`src/bmr_pkg.sv`:
```
package bmr_pkg;

  typedef enum logic [2:0] {
    BMR_SRC_SPI_SLAVE,
    BMR_SRC_SPI_MASTER,
    BMR_SRC_FLASH8,
    BMR_SRC_NO_BOOT,
    BMR_SRC_RESERVED
  } bmr_src_t;

  localparam logic [2:0] BMR_W_SPI_SLAVE = 3'h0;
  localparam logic [2:0] BMR_W_SPI_MASTER = 3'h1;
  localparam logic [2:0] BMR_W_FLASH8 = 3'h2;
  localparam logic [2:0] BMR_W_NO_BOOT = 3'h3;
  localparam int BMR_W_TOP_BIT = 2;
  localparam logic [1:0] BMR_N_SPI_SLAVE = 2'h0;
  localparam logic [1:0] BMR_N_SPI_MASTER = 2'h1;
  localparam logic [1:0] BMR_N_RESERVED = 2'h2;
  localparam logic [1:0] BMR_N_NO_BOOT = 2'h3;

  localparam int BMR_VCODE_W = 8;
  localparam logic [7:0] BMR_VCODE_RST = 8'h00;
  localparam int BMR_RUN_RST_CYC = 16;
  localparam int BMR_RUN_CNT_W = 5;

  typedef struct packed {
    logic core_rst;
    logic periph_rst;
    logic pll_rst;
    logic sdram_rst;
  } bmr_rst_t;

  typedef struct packed {
    logic start;
    bmr_src_t src;
  } bmr_boot_t;

endpackage : bmr_pkg

```
`src/bmr_boot_reset.sv`:
```
// Function
// - On the large package a 3-bit strap picks SPI slave, SPI master, 8-bit flash or no boot, top bit set is reserved.
// - On the small package a 2-bit strap picks SPI slave, SPI master, reserved or no boot.
// - The no-boot code skips loading and runs from internal ROM after reset.
// - A running reset resets core and peripherals, keeps PLL and SDRAM controller, and starts no boot.
// - The reset-out pin doubles as an input whose external low drive requests a running reset.
// - Scaling-capable parts hold a factory voltage code readable by software.
// - The voltage code goes to the regulator over the two-wire serial port, with no dedicated pins.
// - The voltage code exists only on parts rated for 450 MHz.
// - At power-up internal memory is loaded from the strap-selected source when it is SPI slave, SPI master or 8-bit flash.
`timescale 1ns/1ps
`default_nettype none
module bmr_boot_reset #(
  parameter bit WIDE_PACKAGE = 1'b1,
  parameter bit RATED_450 = 1'b1,
  // Factory code default is arbitrary; fuses set the real value.
  parameter logic [7:0] FACTORY_VCODE = 8'h5a
) (
  input wire logic i_sys_clk,
  input wire logic i_reset_n,
  input wire logic i_ce,
  input wire logic [2:0] i_boot_select_straps_wide,
  input wire logic [1:0] i_boot_select_straps_narrow,
  input wire logic i_reset_out_running_reset_in,
  output logic o_reset_out_running_reset_out,
  output logic o_reset_out_running_reset_oe,
  input wire logic i_boot_done,
  output bmr_pkg::bmr_rst_t o_resets,
  output bmr_pkg::bmr_boot_t o_boot,
  output logic o_rom_exec,
  output logic o_boot_reserved,
  output logic [7:0] o_nominal_core_voltage_code,
  output logic o_static_voltage_scaling_present
);

  ////////////////////////////////////////////////////////////////////////////
  logic rst_s1_q;
  logic rst_n_q;
  always_ff @(posedge i_sys_clk or negedge i_reset_n) begin
    if (!i_reset_n) begin
      rst_s1_q <= 1'b0;
      rst_n_q <= 1'b0;
    end else begin
      rst_s1_q <= 1'b1;
      rst_n_q <= rst_s1_q;
    end
  end

  logic [2:0] wide_s;
  logic [1:0] narrow_s;
  logic run_pin_s;
  genvar g;
  generate
    for (g = 0; g < 3; g++) begin : g_wide
      bmr_sync2 u_sw (
        .i_clk(i_sys_clk),
        .i_rst_n(rst_n_q),
        .i_ce(i_ce),
        .i_async(i_boot_select_straps_wide[g]),
        .o_sync(wide_s[g])
      );
    end
    for (g = 0; g < 2; g++) begin : g_narrow
      bmr_sync2 u_sn (
        .i_clk(i_sys_clk),
        .i_rst_n(rst_n_q),
        .i_ce(i_ce),
        .i_async(i_boot_select_straps_narrow[g]),
        .o_sync(narrow_s[g])
      );
    end
  endgenerate
  // Idle pin reads high; sync resets low so treat reset value as no request.
  bmr_sync2 u_srun (
    .i_clk(i_sys_clk),
    .i_rst_n(rst_n_q),
    .i_ce(i_ce),
    .i_async(~i_reset_out_running_reset_in),
    .o_sync(run_pin_s)
  );

  ////////////////////////////////////////////////////////////////////////////
  bmr_pkg::bmr_src_t wide_src;
  bmr_pkg::bmr_src_t narrow_src;
  bmr_pkg::bmr_src_t dec_src;
  assign wide_src =
    wide_s[bmr_pkg::BMR_W_TOP_BIT] ? bmr_pkg::BMR_SRC_RESERVED :
    (wide_s == bmr_pkg::BMR_W_SPI_SLAVE) ? bmr_pkg::BMR_SRC_SPI_SLAVE :
    (wide_s == bmr_pkg::BMR_W_SPI_MASTER) ? bmr_pkg::BMR_SRC_SPI_MASTER :
    (wide_s == bmr_pkg::BMR_W_FLASH8) ? bmr_pkg::BMR_SRC_FLASH8 :
    bmr_pkg::BMR_SRC_NO_BOOT;
  assign narrow_src =
    (narrow_s == bmr_pkg::BMR_N_SPI_SLAVE) ? bmr_pkg::BMR_SRC_SPI_SLAVE :
    (narrow_s == bmr_pkg::BMR_N_SPI_MASTER) ? bmr_pkg::BMR_SRC_SPI_MASTER :
    (narrow_s == bmr_pkg::BMR_N_RESERVED) ? bmr_pkg::BMR_SRC_RESERVED :
    bmr_pkg::BMR_SRC_NO_BOOT;
  assign dec_src = WIDE_PACKAGE ? wide_src : narrow_src;

  ////////////////////////////////////////////////////////////////////////////
  // Straps need two edges to settle through the synchronisers before capture.
  typedef enum logic [2:0] {
    BMR_ST_SETTLE, BMR_ST_CAPTURE, BMR_ST_BOOT, BMR_ST_RUN, BMR_ST_RUNRST
  } bmr_state_t;
  bmr_state_t state_q;
  bmr_state_t state_d;
  logic [1:0] settle_q;
  bmr_pkg::bmr_src_t src_q;
  logic [bmr_pkg::BMR_RUN_CNT_W-1:0] run_cnt_q;
  logic run_req_q;

  wire run_edge = run_pin_s & ~run_req_q;
  wire is_loader = (src_q != bmr_pkg::BMR_SRC_NO_BOOT) &&
                   (src_q != bmr_pkg::BMR_SRC_RESERVED);
  wire run_done = (run_cnt_q ==
    bmr_pkg::BMR_RUN_CNT_W'(bmr_pkg::BMR_RUN_RST_CYC - 1));

  always_comb begin
    state_d = state_q;
    case (state_q)
      BMR_ST_SETTLE: if (settle_q == 2'h3) state_d = BMR_ST_CAPTURE;
      BMR_ST_CAPTURE: state_d = BMR_ST_BOOT;
      BMR_ST_BOOT: begin
        if (!is_loader || i_boot_done) state_d = BMR_ST_RUN;
      end
      BMR_ST_RUN: if (run_edge) state_d = BMR_ST_RUNRST;
      BMR_ST_RUNRST: if (run_done) state_d = BMR_ST_RUN;
      default: state_d = BMR_ST_SETTLE;
    endcase
  end

  always_ff @(posedge i_sys_clk or negedge rst_n_q) begin
    if (!rst_n_q) begin
      state_q <= BMR_ST_SETTLE;
      settle_q <= 2'h0;
      src_q <= bmr_pkg::BMR_SRC_SPI_SLAVE;
      run_cnt_q <= '0;
      run_req_q <= 1'b0;
    end else if (i_ce) begin
      state_q <= state_d;
      run_req_q <= run_pin_s;
      if (state_q == BMR_ST_SETTLE) settle_q <= settle_q + 2'h1;
      if (state_q == BMR_ST_CAPTURE) src_q <= dec_src;
      if (state_q == BMR_ST_RUNRST) begin
        run_cnt_q <= run_cnt_q + bmr_pkg::BMR_RUN_CNT_W'(1);
      end
      else run_cnt_q <= '0;
    end
  end

  ////////////////////////////////////////////////////////////////////////////
  wire in_reset = (state_q != BMR_ST_RUN) && (state_q != BMR_ST_BOOT);
  assign o_resets.core_rst = in_reset || (state_q == BMR_ST_BOOT);
  assign o_resets.periph_rst = (state_q == BMR_ST_SETTLE) ||
                               (state_q == BMR_ST_CAPTURE) ||
                               (state_q == BMR_ST_RUNRST);
  assign o_resets.pll_rst = (state_q == BMR_ST_SETTLE);
  assign o_resets.sdram_rst = (state_q == BMR_ST_SETTLE) ||
                              (state_q == BMR_ST_CAPTURE);
  assign o_boot.start = (state_q == BMR_ST_BOOT) && is_loader;
  assign o_boot.src = src_q;
  assign o_rom_exec = (state_q == BMR_ST_RUN) &&
                      (src_q == bmr_pkg::BMR_SRC_NO_BOOT);
  assign o_boot_reserved = (src_q == bmr_pkg::BMR_SRC_RESERVED);
  // Open drain: pull low while the core is held in reset, else release.
  assign o_reset_out_running_reset_out = 1'b0;
  assign o_reset_out_running_reset_oe = o_resets.core_rst;

  // Code is handed to software; it reaches the regulator via the two-wire
  // serial port, so there is no dedicated output pin for it.
  assign o_static_voltage_scaling_present = RATED_450;
  assign o_nominal_core_voltage_code = RATED_450 ? FACTORY_VCODE
                                                 : bmr_pkg::BMR_VCODE_RST;
endmodule : bmr_boot_reset
`default_nettype wire

```
`src/bmr_sync2.sv`:
```
`timescale 1ns/1ps
`default_nettype none
module bmr_sync2 (
  input wire logic i_clk,
  input wire logic i_rst_n,
  input wire logic i_ce,
  input wire logic i_async,
  output logic o_sync
);
  logic s1_q;
  always_ff @(posedge i_clk or negedge i_rst_n) begin
    if (!i_rst_n) begin
      s1_q <= 1'b0;
      o_sync <= 1'b0;
    end else if (i_ce) begin
      s1_q <= i_async;
      o_sync <= s1_q;
    end
  end
endmodule : bmr_sync2
`default_nettype wire

```
`config.mk`:
```
export PLATFORM = sky130hd
export DESIGN_NAME = bmr_boot_reset
export DESIGN_NICKNAME = d
export VERILOG_FILES = /design/src/bmr_pkg.sv /design/src/bmr_boot_reset.sv /design/src/bmr_sync2.sv
export SDC_FILE = /design/constraint.sdc
export NUM_CORES = 1
export LEC_CHECK = 0
export BUFFER_PORTS_ARGS = -buffer_cell sky130_fd_sc_hd__buf_2
export CORE_MARGIN = 2
export CORE_UTILIZATION = 50
export DETAILED_ROUTE_END_ITERATION = 10
export PLACE_DENSITY = 0.86
export SETUP_SLACK_MARGIN = 0.02
export SLEW_MARGIN = 40
export SYNTH_ARGS = -nofsm -noshare
export SYNTH_HDL_FRONTEND = slang
export SYNTH_HIERARCHICAL = 1
export SYNTH_SLANG_ARGS = --single-unit
```
`constraint.sdc`:
```
create_clock -name i_sys_clk -period 1.14 [get_ports i_sys_clk]
set_input_delay 0.114 -clock i_sys_clk [delete_from_list [all_inputs] [get_ports i_sys_clk]]
set_output_delay 0.114 -clock i_sys_clk [all_outputs]
set_load 0.005 [all_outputs]
```
==> run_results.csv, run 1 <==
group,metric,value,unit
sta,slew_viol_final,0,
cells_and_area,finalNetCount,177,
sta,fin_ws,-0.3505,ns
critical_path,cp_cell_sequence,"buf_6, and2b_1, and4bb_4, buf_6",
hold_path,hp-start,"i_boot_select_straps_wide[0]",
critical_path,cp_slowest_cell,"dfrtp_1",
power,power.density,1886,nW/um^2
critical_path,critical_path.top_delay_family,"flip-flops",
critical_path,timing.rr.end,"state_q[0]",
critical_path,critical-path-max-stage-delay,0.43,ns
sta,fmax,670.9,MHz
synth,synth-simple-area-share,15.93,%
sta,rsz0062_at_grt,"yes",
placed_design,place.gp.congestion,0.9198,
grt,grt_antenna_before_repair,0,
clock_network,cts_buffers,3,
detailed_routing,first_iter_violations,13,
placed_design,post-dp-hpwl,1835,um
synth,async_reset_ff_share,100.0,%
grt,grt-ovfl-total,0,
cells_and_area,drive_gt1_share,57.67,%
floorplanning,pin_count,31,
critical_path,end_kind,"output pin",
clock_network,root_buffer,"clkbuf_4",
critical_path,path_common_cell,"buf_6",
sta,final.min_clock_period,1.490,ns
synth,synth_flop_cell,"dfrtp_1",
synth,synth_xor_area_share,0.7014,%
placed_design,portBuffers,18,
critical_path,crit_type,"flip-flop to output pin",
outcome,violations,"setup timing",
synth,synth_fa_ha_area_share,3.006,%
power,power,3.500,mW
critical_path,reg2reg_depth,6,
clock_network,clock_latency,0.32,ns
critical_path,path_max_fanout,3,
synth,synth-compound-area-share,8.216,%
critical_path,critPathBufInv,2,
floorplanning,die_h,53.98,um
synth,synth_cells,107,
detailed_routing,drcViolationCount,0,
synth,ys_warn_count,6,
sta,fin_worst_skew,0.01071,ns
power,ir_drop,0.001447,V
synth,synth_seq_area_share,48.10,%
synth,ys_ff_latch,24,
sta,hold_violations,0,
detailed_routing,num_vias,988,
clock_network,htree_levels,1,
hold_path,hold-path-cell-count,2,
detailed_routing,routedWlPerCell,15.49,um
power,p_leak,0.8917,nW
synth,synthMuxAreaShare,13.33,%
floorplanning,core_area,2410,um^2
sta,final.period_utilization,130.7,%
cells_and_area,postLayoutCoreUtil,77.00,%
run,maxCapViolCount,0,
cells_and_area,final_cell_mix,"buf_4 (24), dfrtp_1 (23), buf_6 (18)",
floorplanning,die_x,53.98,um
sta,setup_violations,21,
floorplanning,die_area,2913,um^2
critical_path,ff2ff_setup_slack,-0.31,ns
floorplanning,initial_core_util,51.82,%
hold_path,whs_endpoint,"g_wide[0].u_sw/s1_q",
synth,synth_area,1249,um^2
floorplanning,placementRows,18,
detailed_routing,vias_per_cell,5.119,
critical_path,reg2reg_from,"run_cnt_q[0]",
critical_path,crit_required,1.03,ns
clock_network,cts.sinks,24,
detailed_routing,firstDrtPassIters,4,
synth,ys_types,36,
synth,synth_edf_count,0,
grt,grt_max_degree,23,
grt,grt_pass1_wl,4146,um
clock_network,cts.path.max_buffers,2,
clock_network,clk_pin_slew,0.14,ns
clock_network,tritoncts,"done",
critical_path,cp-startpoint,"state_q[1]",
cells_and_area,layout_commonest_cell,"buf_4",
detailed_routing,ant_nets,0,
outcome,outcome,"finished, violations left",
grt,track_usage,20.27,%
cells_and_area,diodes,0,
critical_path,worst_setup_path_start_kind,"flip-flop",
detailed_routing,finalWirelength,2990,um
placed_design,pre_cts_ws,-0.2617,ns
grt,grt_pass1_vias,923,
synth,synth_top_family_by_area,"simple AND/OR/NAND/NOR gates",
hold_path,worst_hold_path_type,"primary input to flip-flop",
cells_and_area,area_delta_synth_final,48.60,%
synth,avgSynthCellArea,11.67,um^2
critical_path,arrival,1.38,ns
[flip-flops by register name, indices dropped and copies added, names as in the netlist]
signal,count
run_cnt_q,5
g_wide.u_sw/o_sync,3
g_wide.u_sw/s1_q,3
src_q,3
state_q,3
settle_q,2
rst_n_q,1
rst_s1_q,1
run_req_q,1
u_srun/o_sync,1
u_srun/s1_q,1
[worst max-delay path by stage]
| stage | to | slack, ns | cells past startpoint |
|---|---|---|---|
| after floorplan | state_q[0] | -0.15 | 6 |
| after global placement | run_cnt_q[2] | -0.18 | 3 |
| after detailed placement | run_cnt_q[2] | -0.26 | 3 |
| after CTS | o_boot[3] | -0.33 | 3 |
| after global routing | o_boot[3] | -0.41 | 3 |
| final | o_boot[3] | -0.35 | 4 |
[where the power goes]
group | internal [mW] | total, mW | leakage, nW | switching [mW]
registers | 1.03 | 1.19 | 0.295 | 0.161
clock network | 0.196 | 0.458 | 0.0210 | 0.263
logic | 1.14 | 1.85 | 0.576 | 0.713
[through the flow]
stage          cell area, um^2  instances  setup TNS, ns  hold WS [ns]
2_1_floorplan             1330        116        -0.8052       -0.1816
3_3_place_gp              1498        170         -1.534      -0.09889
3_5_place_dp              1498        170         -2.381      -0.09877
4_1_cts                   1745        187         -4.514       0.01330
5_1_grt                   1856        193         -6.158     -0.004313
6_report                  1856        193         -5.144       0.01984
[what timing repair did]
item | CTS | global route
buffers inserted | 12 | 8
hold endpoints to repair | 2 | 0
hold buffers | 1 | 0
pin swaps | 11 | 7
resized for setup | 22 | 15
setup endpoints to repair | 21 | 23
[Yosys cell counts (2+ instances only)]
cell type	instances	share of area, %
nor2b_1	3	1.5
o21ai_0	2	0.80
mux2_2	12	11
inv_1	5	1.5
conb_1	2	0.60
nor2_1	3	0.90
nand2_1	4	1.2
buf_2	2	0.80
buf_4	13	7.8
nand2b_1	4	2.0
nand3b_1	2	1.2
ha_1	3	3.0
mux2i_1	2	1.6
dfrtp_1	24	48
a21oi_1	3	1.2
o2bb2ai_1	3	2.1
[logic make-up (layout without fill, tap and decap cells)]
logic type                 after synthesis  after routing
xor gates and xnor gates                 1              1
buffers and inverters                   20             67
AOI/OAI and AO/OA                       14             14
muxes                                   15             15
DFF                                     24             24
and+or+nand+nor                         28             28
adders and majority gates                3              3
other                                    2             11
[area by class of cell]
type / count / area [um^2]
clock buffers: 4 / 36.28
fillers: 136 / 554.3
inverters: 5 / 18.77
multi-input cells: 72 / 678.2
flip-flops and latches: 24 / 601.8
well taps: 30 / 37.54
repair buffers: 58 / 483.0
[per-layer routing]
layer	up-vias	share of wire [%]	track usage, %
li1	461	-	-
met1	480	41	25.62
met2	40	51	34.15
met3	7	5.4	4.444
met4	0	2.2	7.083
met5	-	0	0
Note: power is estimated with default switching activity, not from simulation.
==> run 2, diff against run 1 <==
--- a/config.mk
+++ b/config.mk
@@ -5,14 +5,15 @@
 export SDC_FILE = /design/constraint.sdc
 export NUM_CORES = 1
 export LEC_CHECK = 0
-export BUFFER_PORTS_ARGS = -buffer_cell sky130_fd_sc_hd__buf_2
+export BUFFER_PORTS_ARGS = -buffer_cell sky130_fd_sc_hd__buf_4
 export CORE_MARGIN = 2
 export CORE_UTILIZATION = 50
 export DETAILED_ROUTE_END_ITERATION = 10
-export PLACE_DENSITY = 0.86
+export PLACE_DENSITY = 0.82
 export SETUP_SLACK_MARGIN = 0.02
 export SLEW_MARGIN = 40
 export SYNTH_ARGS = -nofsm -noshare
 export SYNTH_HDL_FRONTEND = slang
 export SYNTH_HIERARCHICAL = 1
 export SYNTH_SLANG_ARGS = --single-unit
+export TNS_END_PERCENT = 50
==> run 2 against run 1 <==
Effect of this change:
- the flow still finishes with violations (setup timing)
- combinational power decreased by 22%
- sequential power barely moved
- total power is 7.7% lower
- largest cell class unchanged
- fmax fell by 5.0%
- register-to-register slack worse by 0.04 ns
- non-clock buffer count fell by 18
- design area decreased by 9.5%
- global-route usage decreased by 2.1 points
- first-iteration DRC count down 31%
- count of clock-buffer cells in the layout decreased by 1
- sequential cell count unchanged
==> run_results.csv, run 2 (synthesis results as in run 1) <==
group,metric,value,unit
detailed_routing,highest_layer,"met4",
power,p_leak,0.7857,nW
sta,fin_worst_skew,0.01348,ns
grt,track_usage,18.15,%
cells_and_area,diodes,0,
run,maxCapViolCount,0,
critical_path,reg2reg_depth,5,
critical_path,arrival,1.46,ns
cells_and_area,drive_gt1_share,52.41,%
detailed_routing,m1WireLength,1024,um
cells_and_area,regMostFlops,"run_cnt_q",
sta,rsz0062_at_grt,"yes",
floorplanning,initial_core_util,51.82,%
placed_design,dpl_cell_area,1488,um^2
placed_design,pre_cts_ws,-0.2272,ns
critical_path,critPathBufInv,2,
power,power.density,1924,nW/um^2
placed_design,portBuffers,18,
cells_and_area,postLayoutCellArea,1679,um^2
cells_and_area,layout_commonest_cell,"buf_4",
sta,fin_setup_tns,-5.624,ns
clock_network,cts.sinks,24,
clock_network,clock_latency,0.31,ns
grt,grt_pass1_vias,858,
grt,grt_pass1_wl,3808,um
placed_design,post-dp-hpwl,1780,um
detailed_routing,finalWirelength,2388,um
clock_network,cts_buffers,3,
critical_path,reg2reg_from,"state_q[2]",
grt,grt_antenna_before_repair,0,
floorplanning,pin_count,31,
critical_path,end_kind,"output pin",
hold_path,worst_hold_path_type,"primary input to flip-flop",
clock_network,cts.path.max_buffers,2,
critical_path,ff2ff_setup_slack,-0.35,ns
detailed_routing,first_iter_violations,9,
sta,setup_violations,21,
floorplanning,die_h,53.98,um
critical_path,cp_cell_sequence,"buf_6, and2b_2, and4bb_4, buf_6",
floorplanning,placementRows,18,
detailed_routing,drcViolationCount,0,
grt,grt_max_degree,23,
floorplanning,die_x,53.98,um
critical_path,critical_path.top_delay_family,"simple AND/OR/NAND/NOR gates",
cells_and_area,largest_reg_flops,5,
clock_network,tritoncts,"done",
detailed_routing,num_vias,876,
floorplanning,core_area,2410,um^2
hold_path,hold-path-cell-count,2,
sta,fmax,637.2,MHz
floorplanning,die_area,2913,um^2
sta,fin_ws,-0.4294,ns
clock_network,clk_pin_slew,0.14,ns
detailed_routing,firstDrtPassIters,4,
sta,hold_violations,0,
critical_path,path_common_cell,"buf_6",
power,power,3.231,mW
cells_and_area,final_cell_mix,"buf_4 (31), dfrtp_1 (23), conb_1 (11)",
critical_path,crit_type,"flip-flop to output pin",
sta,final.period_utilization,137.7,%
sta,final.min_clock_period,1.569,ns
critical_path,timing.rr.end,"run_cnt_q[2]",
detailed_routing,wl_met2,1274,um
grt,grt-ovfl-total,0,
detailed_routing,dr_wl_met3,78,um
power,ir_drop,0.001378,V
critical_path,path_max_fanout,3,
clock_network,htree_levels,1,
detailed_routing,vias_per_cell,5.006,
hold_path,hp-start,"i_boot_select_straps_wide[1]",
sta,slew_viol_final,0,
detailed_routing,routedWlPerCell,13.65,um
critical_path,worst_setup_path_start_kind,"flip-flop",
critical_path,crit_required,1.03,ns
placed_design,place.gp.congestion,0.8060,
critical_path,critical-path-max-stage-delay,0.43,ns
cells_and_area,area_delta_synth_final,34.47,%
cells_and_area,finalNetCount,159,
critical_path,cp_slowest_cell,"dfrtp_1",
outcome,violations,"setup timing",
outcome,outcome,"finished, violations left",
clock_network,root_buffer,"clkbuf_4",
hold_path,whs_endpoint,"g_wide[1].u_sw/s1_q",
detailed_routing,ant_nets,0,
[run 2: worst max-delay path by stage]
stage	start	end	slack (ns)	depth (start not counted)
after global placement	state_q[2]	src_q[1]	-0.17	3
after floorplan	run_cnt_q[0]	state_q[0]	-0.15	6
after CTS	state_q[2]	o_rom_exec	-0.41	5
after global routing	state_q[2]	o_boot[3]	-0.49	4
after detailed placement	state_q[1]	run_cnt_q[2]	-0.23	3
final	state_q[2]	o_boot[3]	-0.43	4
[run 2: worst reg2reg max path, stage by stage, from the launching register on]
cell	delay, ns
dfrtp_1	0.41
buf_4	0.13
buf_6	0.09
or3b_4	0.40
o21ai_0	0.24
o2bb2ai_2	0.13
[run 2: cell type report]
type | instances | area [um^2]
clock buffers | 3 | 22.52
clock inverters | 1 | 30.03
fillers | 167 | 730.7
inverters | 5 | 18.77
multi-input cells | 72 | 635.6
flip-flops and latches | 24 | 601.8
well taps | 30 | 37.54
repair buffers | 40 | 332.8
[run 2: what timing repair did]
action                                  in CTS  in global routing
endpoints found under the setup margin      22                 22
resized for setup                           13                 12
setup buffers                                4                  1
hold endpoints to repair                     2                  0
cloned                                       0                  0
pin swaps                                    8                  5
hold buffers                                 1                  0
[run 2: through the flow]
step	hold WS, ns	std cells	util [%]
3_5_place_dp	-0.1021	165	61.73
2_1_floorplan	-0.1816	116	-
3_3_place_gp	-0.1033	165	61.73
4_1_cts	0.01458	174	67.60
6_report	0.01998	175	69.68
5_1_grt	0.01237	175	69.68
[run 2: power by group]
part	switching, mW	internal [mW]
Combinational	0.562	0.873
Clock	0.251	0.355
Sequential	0.162	1.03
[run 2: per-layer routing]
| layer | vias to the layer above | track usage [%] |
|---|---|---|
| met5 | - | 0 |
| met4 | 0 | 5.000 |
| met3 | 2 | 3.333 |
| met2 | 21 | 32.11 |
| met1 | 430 | 22.54 |
| li1 | 423 | - |
==> run 3, diff against run 2 <==
--- a/config.mk
+++ b/config.mk
@@ -9,7 +9,7 @@
 export CORE_MARGIN = 2
 export CORE_UTILIZATION = 50
 export DETAILED_ROUTE_END_ITERATION = 10
-export PLACE_DENSITY = 0.82
+export PLACE_DENSITY = 0.86
 export SETUP_SLACK_MARGIN = 0.02
 export SLEW_MARGIN = 40
 export SYNTH_ARGS = -nofsm -noshare
==> run 3 against run 2 <==
Effect of this change:
- the run still ends with setup timing left
- via count up 7.5%
- count of clock-buffer cells in the layout unchanged
- routed wire length up 13%
- register-to-register slack better by 0.10 ns
- global-route usage up 0.39 points
- fmax up 0.14%
- first-iteration DRC count up 11%
- final cell count up 2.3%
- hold slack worse by 0.0023 ns
- critical endpoint unchanged
==> run_results.csv, run 3 (synthesis results as in run 1) <==
group,metric,value,unit
sta,rsz0062_at_grt,"yes",
outcome,outcome,"finished, violations left",
grt,track_usage,18.54,%
cells_and_area,diodes,0,
sta,fin_ws,-0.4273,ns
sta,fin_setup_tns,-4.651,ns
clock_network,root_buffer,"clkbuf_4",
critical_path,reg2reg_from,"state_q[2]",
placed_design,pre_cts_ws,-0.2077,ns
sta,setup_violations,22,
cells_and_area,ff_latch_area,603.1,um^2
critical_path,path_common_cell,"buf_6",
placed_design,portBuffers,18,
floorplanning,die_x,53.98,um
hold_path,hp-start,"i_boot_select_straps_wide[2]",
floorplanning,core_area,2410,um^2
sta,holdWs,0.01765,ns
clock_network,clock_latency,0.32,ns
sta,fmax,638.0,MHz
clock_network,cts.path.max_buffers,2,
floorplanning,pin_count,31,
cells_and_area,regMostFlops,"run_cnt_q",
critical_path,cp-startpoint,"state_q[2]",
grt,grt-ovfl-total,0,
power,p_leak,0.8063,nW
run,maxCapViolCount,0,
cells_and_area,final_cell_mix,"buf_4 (36), dfrtp_1 (22), conb_1 (11)",
placed_design,post-dp-hpwl,1638,um
critical_path,worst_setup_path_start_kind,"flip-flop",
placed_design,place.gp.congestion,0.7769,
detailed_routing,ant_nets,0,
critical_path,arrival,1.45,ns
detailed_routing,drcViolationCount,0,
cells_and_area,finalNetCount,163,
floorplanning,initial_core_util,51.82,%
power,power.density,2019,nW/um^2
detailed_routing,first_iter_violations,10,
clock_network,cts_buffers,3,
critical_path,cp_cell_sequence,"buf_6, and2b_2, and4bb_4, buf_6",
floorplanning,die_area,2913,um^2
grt,grt_antenna_before_repair,0,
critical_path,cp_slowest_cell,"dfrtp_1",
sta,slew_viol_final,0,
detailed_routing,num_vias,942,
cells_and_area,multiInputGateArea,635.6,um^2
critical_path,critPathBufInv,2,
detailed_routing,finalWirelength,2707,um
critical_path,end_kind,"output pin",
critical_path,path_max_fanout,3,
cells_and_area,fill_cells,160,
critical_path,crit_type,"flip-flop to output pin",
outcome,violations,"setup timing",
cells_and_area,layout_commonest_cell,"buf_4",
hold_path,worst_hold_path_type,"primary input to flip-flop",
clock_network,cts.sinks,24,
critical_path,critical_path.top_delay_family,"simple AND/OR/NAND/NOR gates",
floorplanning,placementRows,18,
critical_path,crit_required,1.03,ns
sta,hold_violations,0,
clock_network,htree_levels,1,
detailed_routing,vias_per_cell,5.263,
critical_path,critical-path-max-stage-delay,0.42,ns
sta,fin_worst_skew,0.008305,ns
cells_and_area,drive_gt1_share,54.36,%
clock_network,clk_pin_slew,0.14,ns
grt,grt_max_degree,23,
sta,final.period_utilization,137.5,%
clock_network,tritoncts,"done",
detailed_routing,firstDrtPassIters,5,
detailed_routing,routedWlPerCell,15.12,um
cells_and_area,largest_reg_flops,5,
floorplanning,die_h,53.98,um
cells_and_area,area_delta_synth_final,36.67,%
grt,grt_pass1_vias,880,
power,ir_drop,0.001694,V
grt,grt_pass1_wl,3850,um
sta,final.min_clock_period,1.567,ns
## run 3: through the flow
stage          area (um^2)  total power [mW]  instances  utilization [%]
3_3_place_gp          1495             2.315        166            62.05
2_1_floorplan         1313             1.905        116                -
5_1_grt               1707             3.625        179            70.82
3_5_place_dp          1495             2.373        166            62.05
6_report              1707             3.446        179            70.82
4_1_cts               1638             3.184        177            67.96
## run 3: path summary, 6_finish.rpt
kind / endpoint / slack [ns] / cells after the start
max: o_boot[3] / -0.43 / 4
min: g_wide[2].u_sw/s1_q / 0.02 / 2
max reg2reg: state_q[0] / -0.25 / 5
min reg2reg: settle_q[1] / 0.21 / 1
max in group asynchronous: state_q[1] / 0.70 / 1
min in group asynchronous: rst_s1_q / 0.10 / 2
## run 3: what timing repair did
action	in CTS	in global routing
endpoints found under the setup margin	22	23
pin swaps	7	5
gates resized for setup	12	14
hold buffers	1	0
buffers inserted	6	2
hold endpoints to repair	2	0
## run 3: cell type report
| type | instances | share of cell area [%] |
|---|---|---|
| clock buffer | 3 | 1.320 |
| sequential | 24 | 35.34 |
| tap | 30 | 2.199 |
| multi-input combinational | 72 | 37.24 |
| clock inverter | 1 | 1.760 |
| inverter | 5 | 1.100 |
| timing repair buffer | 44 | 21.04 |
## run 3: metal layers
metal / track usage (%) / up-vias / share of wire [%]
met5: 0 / - / 0
met4: 4.167 / 0 / 0.30
met3: 5.278 / 2 / 4.6
met2: 33.54 / 32 / 52
met1: 21.65 / 476 / 43
li1: - / 432 / -
## run 3: power by group
part	switching (mW)	leakage, nW	internal, mW	total [mW]
Clock	0.264	0.0279	0.356	0.620
Combinational	0.634	0.484	0.973	1.61
Sequential	0.188	0.294	1.03	1.22
